$ cat src/verilog/cieb_map.svh
// register offsets, field positions and reset values of the can interrupt enable bank
`ifndef CIEB_MAP_SVH
`define CIEB_MAP_SVH
`define CIEB_ADDR_W        4
`define CIEB_OFF_ENABLE    4'h0
`define CIEB_OFF_CONFIG    4'h4
`define CIEB_OFF_STATUS    4'h8
`define CIEB_ENABLE_RST    8'h00
`define CIEB_CONFIG_RST    8'h00
`define CIEB_BIT_INVALID   7
`define CIEB_BIT_WAKEUP    6
`define CIEB_BIT_ERROR     5
`define CIEB_BIT_TX_TWO    4
`define CIEB_BIT_TX_ONE    3
`define CIEB_BIT_TX_ZERO   2
`define CIEB_BIT_RX_ONE    1
`define CIEB_BIT_RX_ZERO   0
`define CIEB_CFG_MODE_LSB  0
`define CIEB_CFG_GLOBAL    2
`define CIEB_CFG_PRIO      3
`define CIEB_RESP_OKAY     2'b00
`define CIEB_RESP_SLVERR   2'b10
`endif

$ cat src/verilog/cieb_pkg.sv
// types of the can interrupt enable bank
package cieb_pkg;
    typedef enum logic [1:0] {
        CIEB_MODE_0 = 2'h0,
        CIEB_MODE_1 = 2'h1,
        CIEB_MODE_2 = 2'h2
    } cieb_mode_t;
endpackage

$ cat src/verilog/cieb_gate.sv
// mode-dependent masking of enable bits and request gating
module cieb_gate
    import cieb_pkg::*;
(
    // mode and raw register
    input  wire logic [1:0] mode,
    input  wire logic [7:0] raw_enable,
    // request side
    input  wire logic [7:0] request_flags,
    input  wire logic       peripheral_global_enable,
    input  wire logic       priority_levels_enable,
    // results
    output logic      [7:0] visible_enable,
    output logic      [7:0] gated_requests,
    output logic            irq_out
);
    import cieb_pkg::*;
    `include "cieb_map.svh"

    wire        legacy_mode = (mode == CIEB_MODE_0);
    wire        fifo_mode   = (mode == CIEB_MODE_2);
    wire [7:0]  mode_mask;

    // tx one/zero forced low outside mode 0, bit 0 only exists in modes 0 and 2
    assign mode_mask = {4'hf, legacy_mode, legacy_mode, 1'b1, legacy_mode | fifo_mode}; // RL8 RL9 RL10
    assign visible_enable = raw_enable & mode_mask; // RL4 RL5 RL6 RL10
    assign gated_requests = visible_enable & request_flags; // RL1 RL2 RL3 RL12
    // without priority levels the global peripheral enable must also be set
    assign irq_out = (|gated_requests) & (priority_levels_enable | peripheral_global_enable); // RL11
endmodule

$ cat src/verilog/cieb_top.sv
// axi4-lite register slave for the can interrupt enable bank
// Function
// RL1: bit 7 gates invalid message request
// RL2: bit 6 gates bus wakeup request
// RL3: bit 5 gates bus error request
// RL4: mode 0: bit 4 enables tx buffer two
// RL5: modes 1,2: bit 4 enables any tx buffer
// RL6: mode 0: bits 1,0 enable rx buffers
// RL7: implemented bits read/write, reset to zero
// RL8: unimplemented bits read as zero
// RL9: modes 1,2: bits 3,2 forced zero
// RL10: modes 1,2 rx any; mode 2 fifo watermark
// RL11: no priority: global enable also required
// RL12: request needs flag and enable both set
module cieb_top
    import cieb_pkg::*;
(
    // clock and reset
    input  wire logic        ref_clk,
    input  wire logic        nrst,
    // axi4-lite write address
    input  wire logic [3:0]  s_axi_awaddr,
    input  wire logic        s_axi_awvalid,
    output logic             s_axi_awready,
    // axi4-lite write data
    input  wire logic [31:0] s_axi_wdata,
    input  wire logic [3:0]  s_axi_wstrb,
    input  wire logic        s_axi_wvalid,
    output logic             s_axi_wready,
    // axi4-lite write response
    output logic [1:0]       s_axi_bresp,
    output logic             s_axi_bvalid,
    input  wire logic        s_axi_bready,
    // axi4-lite read address
    input  wire logic [3:0]  s_axi_araddr,
    input  wire logic        s_axi_arvalid,
    output logic             s_axi_arready,
    // axi4-lite read data
    output logic [31:0]      s_axi_rdata,
    output logic [1:0]       s_axi_rresp,
    output logic             s_axi_rvalid,
    input  wire logic        s_axi_rready,
    // can controller request flags, same clock
    input  wire logic [7:0]  request_flags,
    // enables and interrupt toward the processor
    output logic [7:0]       can_interrupt_enable,
    output logic [7:0]       gated_requests,
    output logic             irq_out
);
    import cieb_pkg::*;
    `include "cieb_map.svh"

    logic [7:0]  enable_raw;
    logic [7:0]  config_reg;
    logic [3:0]  aw_addr;
    logic        aw_held;
    logic [31:0] w_data;
    logic [3:0]  w_strb;
    logic        w_held;
    logic [7:0]  visible_enable;
    logic [1:0]  mode;
    logic [7:0]  enable_view;

    // only byte lane 0 carries register bits, the rest is dropped
    function automatic logic [7:0] cieb_merge(
        input logic [7:0]  old,
        input logic [31:0] d,
        input logic [3:0]  s
    );
        cieb_merge = s[0] ? d[7:0] : old;
    endfunction

    // one-hot select {status, config, enable}, shared by both channels
    function automatic logic [2:0] cieb_decode(
        input logic [3:0] addr
    );
        cieb_decode = {addr == `CIEB_OFF_STATUS, addr == `CIEB_OFF_CONFIG, addr == `CIEB_OFF_ENABLE};
    endfunction

    // mode 3 is reserved and treated as mode 0
    assign mode = (config_reg[1:0] == 2'h3) ? 2'h0 : config_reg[1:0];

    // config fields
    wire peripheral_global_enable = config_reg[`CIEB_CFG_GLOBAL];
    wire priority_levels_enable   = config_reg[`CIEB_CFG_PRIO];

    cieb_gate u_gate (
        .mode                     (mode),
        .raw_enable               (enable_raw),
        .request_flags            (request_flags),
        .peripheral_global_enable (peripheral_global_enable),
        .priority_levels_enable   (priority_levels_enable),
        .visible_enable           (visible_enable),
        .gated_requests           (gated_requests),
        .irq_out                  (irq_out)
    );

    // named views of the enable fields under the current mode
    wire legacy_mode            = (mode == CIEB_MODE_0);
    wire fifo_mode              = (mode == CIEB_MODE_2);
    wire invalid_message_irq_en = visible_enable[`CIEB_BIT_INVALID]; // RL1
    wire bus_wakeup_irq_en      = visible_enable[`CIEB_BIT_WAKEUP]; // RL2
    wire bus_error_irq_en       = visible_enable[`CIEB_BIT_ERROR]; // RL3
    wire tx_buffer_two_irq_en   = legacy_mode & visible_enable[`CIEB_BIT_TX_TWO]; // RL4
    wire any_tx_buffer_irq_en   = ~legacy_mode & visible_enable[`CIEB_BIT_TX_TWO]; // RL5
    wire tx_buffer_one_irq_en   = visible_enable[`CIEB_BIT_TX_ONE]; // RL9
    wire tx_buffer_zero_irq_en  = visible_enable[`CIEB_BIT_TX_ZERO]; // RL9
    wire rx_buffer_one_irq_en   = legacy_mode & visible_enable[`CIEB_BIT_RX_ONE]; // RL6
    wire any_rx_buffer_irq_en   = ~legacy_mode & visible_enable[`CIEB_BIT_RX_ONE]; // RL10
    wire rx_buffer_zero_irq_en  = legacy_mode & visible_enable[`CIEB_BIT_RX_ZERO]; // RL6
    wire fifo_watermark_irq_en  = fifo_mode & visible_enable[`CIEB_BIT_RX_ZERO]; // RL10
    assign enable_view = {
        invalid_message_irq_en,
        bus_wakeup_irq_en,
        bus_error_irq_en,
        tx_buffer_two_irq_en | any_tx_buffer_irq_en,
        tx_buffer_one_irq_en,
        tx_buffer_zero_irq_en,
        rx_buffer_one_irq_en | any_rx_buffer_irq_en,
        rx_buffer_zero_irq_en | fifo_watermark_irq_en
    };
    assign can_interrupt_enable = enable_view;

    // write channel: address and data may arrive in either order
    // bvalid blocks both readies so a second write cannot overtake the answer
    wire aw_take  = s_axi_awvalid & s_axi_awready;
    wire w_take   = s_axi_wvalid & s_axi_wready;
    assign s_axi_awready = ~aw_held & ~s_axi_bvalid;
    assign s_axi_wready  = ~w_held & ~s_axi_bvalid;
    wire [3:0]  wr_addr  = aw_take ? s_axi_awaddr : aw_addr;
    wire [31:0] wr_data  = w_take ? s_axi_wdata : w_data;
    wire [3:0]  wr_strb  = w_take ? s_axi_wstrb : w_strb;
    wire        wr_fire  = (aw_held | aw_take) & (w_held | w_take) & ~s_axi_bvalid;
    wire [2:0]  wr_sel   = cieb_decode(wr_addr);
    wire        wr_en    = wr_fire & wr_sel[0];
    wire        wr_cfg   = wr_fire & wr_sel[1];
    wire        wr_hit   = |wr_sel;

    // address waits here until its data turns up
    always_ff @(posedge ref_clk or negedge nrst) begin
        if (!nrst) begin
            aw_held <= 1'b0;
            aw_addr <= 4'h0;
        end else begin
            if (aw_take) aw_addr <= s_axi_awaddr;
            aw_held <= wr_fire ? 1'b0 : (aw_held | aw_take);
        end
    end

    // data waits here until its address turns up
    always_ff @(posedge ref_clk or negedge nrst) begin
        if (!nrst) begin
            w_held <= 1'b0;
            w_data <= 32'h0;
            w_strb <= 4'h0;
        end else begin
            if (w_take) begin
                w_data <= s_axi_wdata;
                w_strb <= s_axi_wstrb;
            end
            w_held <= wr_fire ? 1'b0 : (w_held | w_take);
        end
    end

    // write response stands until bready
    always_ff @(posedge ref_clk or negedge nrst) begin
        if (!nrst) begin
            s_axi_bvalid <= 1'b0;
            s_axi_bresp  <= `CIEB_RESP_OKAY;
        end else if (wr_fire) begin
            s_axi_bvalid <= 1'b1;
            s_axi_bresp  <= wr_hit ? `CIEB_RESP_OKAY : `CIEB_RESP_SLVERR;
        end else if (s_axi_bready) begin
            s_axi_bvalid <= 1'b0;
        end
    end

    // forced bits keep storage but never show, so they return with mode 0
    always_ff @(posedge ref_clk or negedge nrst) begin
        if (!nrst) begin
            enable_raw <= `CIEB_ENABLE_RST; // RL7
        end else if (wr_en) begin
            enable_raw <= cieb_merge(enable_raw, wr_data, wr_strb) & 8'hff; // RL7
        end
    end

    // config bits 7:4 are not stored
    always_ff @(posedge ref_clk or negedge nrst) begin
        if (!nrst) begin
            config_reg <= `CIEB_CONFIG_RST;
        end else if (wr_cfg) begin
            config_reg <= cieb_merge(config_reg, wr_data, wr_strb) & 8'h0f;
        end
    end

    // read channel, one outstanding read
    // arready falls while data stands, so the held word cannot be overwritten
    assign s_axi_arready = ~s_axi_rvalid;
    wire        ar_take        = s_axi_arvalid & s_axi_arready;
    wire [2:0]  rd_sel         = cieb_decode(s_axi_araddr);
    // read words, bits 31:8 zero except irq_out in bit 8 of the status word
    wire [31:0] rd_enable_word = {24'h0, enable_view}; // RL7 RL8
    wire [31:0] rd_config_word = {24'h0, config_reg};
    wire [31:0] rd_status_word = {23'h0, irq_out, gated_requests};
    wire        rd_hit         = |rd_sel;
    wire [31:0] rd_word        = rd_sel[0] ? rd_enable_word :
                                 rd_sel[1] ? rd_config_word :
                                 rd_sel[2] ? rd_status_word : 32'h0;

    // read data stands until rready
    always_ff @(posedge ref_clk or negedge nrst) begin
        if (!nrst) begin
            s_axi_rvalid <= 1'b0;
            s_axi_rdata  <= 32'h0;
            s_axi_rresp  <= `CIEB_RESP_OKAY;
        end else if (ar_take) begin
            s_axi_rvalid <= 1'b1;
            s_axi_rdata  <= rd_word;
            s_axi_rresp  <= rd_hit ? `CIEB_RESP_OKAY : `CIEB_RESP_SLVERR;
        end else if (s_axi_rready) begin
            s_axi_rvalid <= 1'b0;
        end
    end
endmodule

$ cat config.mk
export PLATFORM = sky130hd
export DESIGN_NAME = cieb_top
export DESIGN_NICKNAME = d
export VERILOG_FILES = /design/src/verilog/cieb_pkg.sv /design/src/verilog/cieb_gate.sv /design/src/verilog/cieb_top.sv
export VERILOG_INCLUDE_DIRS = /design/src /design/src/verilog
export SDC_FILE = /design/constraint.sdc
export NUM_CORES = 1
export LEC_CHECK = 0
export ABC_AREA = 0
export BUFFER_PORTS_ARGS = -buffer_cell sky130_fd_sc_hd__buf_2
export CORE_MARGIN = 1
export CORE_UTILIZATION = 48
export DETAILED_ROUTE_END_ITERATION = 12
export GPL_ROUTABILITY_DRIVEN = 0
export PLACE_DENSITY_LB_ADDON = 0.1
export RECOVER_POWER = 50
export SETUP_SLACK_MARGIN = 0.3
export SLEW_MARGIN = 30
export SYNTH_ARGS = -nofsm -noshare
export SYNTH_HDL_FRONTEND = slang
export SYNTH_HIERARCHICAL = 1
export SYNTH_SLANG_ARGS = --single-unit
$ cat constraint.sdc
create_clock -name ref_clk -period 3.15 [get_ports ref_clk]
set_clock_uncertainty 0.05 [all_clocks]
set_input_delay 0.315 -clock ref_clk [delete_from_list [all_inputs] [get_ports ref_clk]]
set_output_delay 0.315 -clock ref_clk [all_outputs]
set_load 0.005 [all_outputs]
==> results by group <==
Logic synthesis
  – Cell taking the most area after synthesis: dfrtp_1
  – Ys Warns: 6
  – Mean Syn Cell Area: 11.2 um^2
  – Top_reg_cell synth: dfrtp_1
  – Netlist cell types: 36
  – Synth top area share: 47.2%
  – Sequential area share after synthesis: 47.2%
  – Async set-reset flop share out of synthesis: 100%
  – Synth top area cells: dfrtp_1, mux2_2, buf_4
  – Synth cell count leaders: dfrtp_1, buf_4, mux2_2
  – EDFF count, synth: 0
  – Yosys reg bits: 40
  – Cells after Synth: 190
  – Count leader, synth: dfrtp_1
  – Cell Area, Synth: 0.00212 mm^2

Status
  – Outcome: finished, final reports clean

Worst hold path
  – Worst Hold Class: in2reg
  – Hold depth: 2

Timing
  – Final Hold Vio Count: 0
  – Worst-Margin Slew: 0.600 ns
  – Setup TNS: 0 ns
  – RSZ-0062 raised after global routing: false
  – Rel. slew slack: 59.5%
  – Fin crit period: 2.30 ns
  – Fmax: 0.434 GHz
  – Slew Viols, Final: 0
  – Final hold slack: 0.153 ns
  – Final period utilization: 73.2%
  – Final setup viols: 0

Route
  – Initial DRC Count: 65
  – DR DRC count: 0
  – DRT Pass-1 Iters: 4
  – Vias/cell: 4.82
  – Via Count: 1,446
  – Wirelength per Cell: 12.8 um
  – Antenna-violating nets left: 0
  – WL final: 3.84 mm

Power
  – Comb pwr share: 38.0%
  – Clock power share: 17.4%
  – Power Density: 752 mW/mm^2
  – Seq pwr share: 44.7%
  – Sw Pwr: 0.000623 W
  – Peak VDD IR: 0.309 mV
  – Pleak: 1.26 nW
  – Internal power: 0.00120 W
  – Total power: 0.00183 W
  – Sw Share: 34.1%

CTS
  – CTS buffer count: 5
  – CTS tree: built
  – CTS root buf: clkbuf_8
  – Clock-pin slew on the worst setup and hold paths: 0.07 ns
  – H-tree depth: 2
  – CTS max path bufs: 2
  – Worst-Skew Late Latency: 0.29 ns
  – Clk sinks: 40
  – Total setup buffers inserted after CTS: 0

Placement
  – IO Port Bufs: 64
  – Final HPWL DP: 2.96 mm

Global route
  – Initial antenna violation count: 0
  – First-pass GRT wire length: 5.70 mm
  – Vias in the first global route: 1,234
  – GRT Util Overall: 17.1%
  – Total congestion overflow: 0
  – Pin count of the biggest net entering global routing: 41

Floorplan
  – Die area: 0.00469 mm^2
  – Num ports: 117
  – Die Span X: 68.5 um
  – Row cnt: 23
  – CORE AREA: 0.00412 mm^2
  – Initial Util: 51.5%
  – Die span in y: 68.5 um

Cells and area
  – Largest regs: s_axi_rdata x9, enable_raw x8, w_data x8
  – Top reg by flops: s_axi_rdata
  – Nets: 311
  – Share of cells above drive strength 1: 37.2%
  – Diodes inserted: 0
  – Layout area overhead: 14.6%
  – Filler cells: 376
  – Utilization after layout: 59.0%
  – Max FFs per register: 9

Critical path
  – Critical Path Slowest Stage Cell: or3b_1
  – Startpoint types: flip-flop
  – Reg2Reg Depth: 4
  – CP arrival: 2.43 ns
  – CP Max Fanout: 9
  – Critical path required time: 3.28 ns
  – Critical setup path kind: reg2reg
  – Crit-path cells: or3b_1 -> a2111oi_4 -> nand4_1 -> mux2_2
  – Crit-path max cell delay: 0.56 ns
  – Critical Path End Type: flip-flop

Flow run
  – Max-Cap Viols: 0
[power groups by stage]
stage | Sequential, W | Clock (W) | Combinational, W
finish | 0.000816 | 0.000317 | 0.000694
global route | 0.000845 | 0.000348 | 0.000777
CTS | 0.000819 | 0.000326 | 0.000707
detailed placement | 0.000829 | 0 | 0.000706
global placement | 0.000824 | 0 | 0.000696
floorplan | 0.000794 | 0 | 0.000553
[final timing paths]
check,start,to,slack [ns]
worst min-delay path,s_axi_bready,s_axi_bvalid,0.15
worst max register to register,s_axi_bvalid,config_reg[2],0.85
max in group asynchronous,nrst,aw_held,2.22
worst max-delay path,s_axi_bvalid,config_reg[2],0.85
worst min register to register,s_axi_rdata[6],s_axi_rdata[6],0.42
min in group asynchronous,nrst,s_axi_rdata[4],0.49
[stage by stage]
| step | instances | setup slack (ns) | area, um^2 |
|---|---|---|---|
| 6_report | 300 | 0.846 | 2430 |
| 5_1_grt | 300 | 0.706 | 2430 |
| 4_1_cts | 299 | 0.820 | 2420 |
| 3_5_place_dp | 292 | 0.821 | 2350 |
| 3_3_place_gp | 292 | 0.846 | 2350 |
| 2_1_floorplan | 214 | 1.05 | 2210 |
[routing by layer]
metal | wire [um] | up-vias | global-route usage, %
li1 | - | 719 | -
met1 | 1810 | 663 | 22.1
met2 | 1730 | 57 | 27.0
met3 | 236 | 7 | 4.00
met4 | 69 | 0 | 7.81
met5 | 0 | - | 0
[layout make-up]
class                   instances  area, um^2  area share (%)
clock buffers                   6        72.6            2.99
clock inverters                 1        5.00           0.206
inverters                       5        18.8           0.773
repair buffers                 66         333            13.7
well taps                      50        62.6            2.58
multi-input cells             132         936            38.5
flip-flops and latches         40        1000            41.2
[timing repair]
action,4_1_cts,5_1_grt
resized for setup,0,0
setup endpoints to repair,0,0
endpoints found under the hold margin,0,40
hold buffers,0,1
[logic make-up (layout without fill, tap and decap cells)]
kind of cell / after synthesis / after routing / share of synthesized area (%)
simple gates: 48 / 48 / 12.7
buf+inv: 42 / 78 / 12.9
flops: 40 / 40 / 47.2
mux: 33 / 33 / 17.0
compound gates: 24 / 24 / 8.86
fa+ha+maj: 2 / 2 / 1.18
other cells: 1 / 25 / 0.177
[placed cells by master, fill, tap and decap left out, types with 2 or more instances in the layout]
| cell | count |
|---|---|
| a31oi_1 | 2 |
| mux2i_1 | 9 |
| and3_1 | 2 |
| clkbuf_1 | 6 |
| nor2_1 | 11 |
| o21ai_0 | 6 |
| clkbuf_8 | 5 |
| and2_1 | 6 |
| nand2_1 | 14 |
| mux2_1 | 2 |
| mux2_2 | 22 |
| buf_4 | 2 |
| conb_1 | 25 |
| buf_2 | 57 |
| nor3_1 | 2 |
| ha_1 | 2 |
| a22o_1 | 5 |
| nor2b_1 | 3 |
| o31ai_1 | 5 |
| inv_1 | 5 |
| dfrtp_1 | 40 |
[worst max-delay path, delay by kind of cell (launching register included)]
kind | cells | cell delay, ns
simple gates | 2 | 0.85
flops | 1 | 0.46
mux | 1 | 0.35
compound gates | 1 | 0.48
Power figures use the tool's default switching activity.
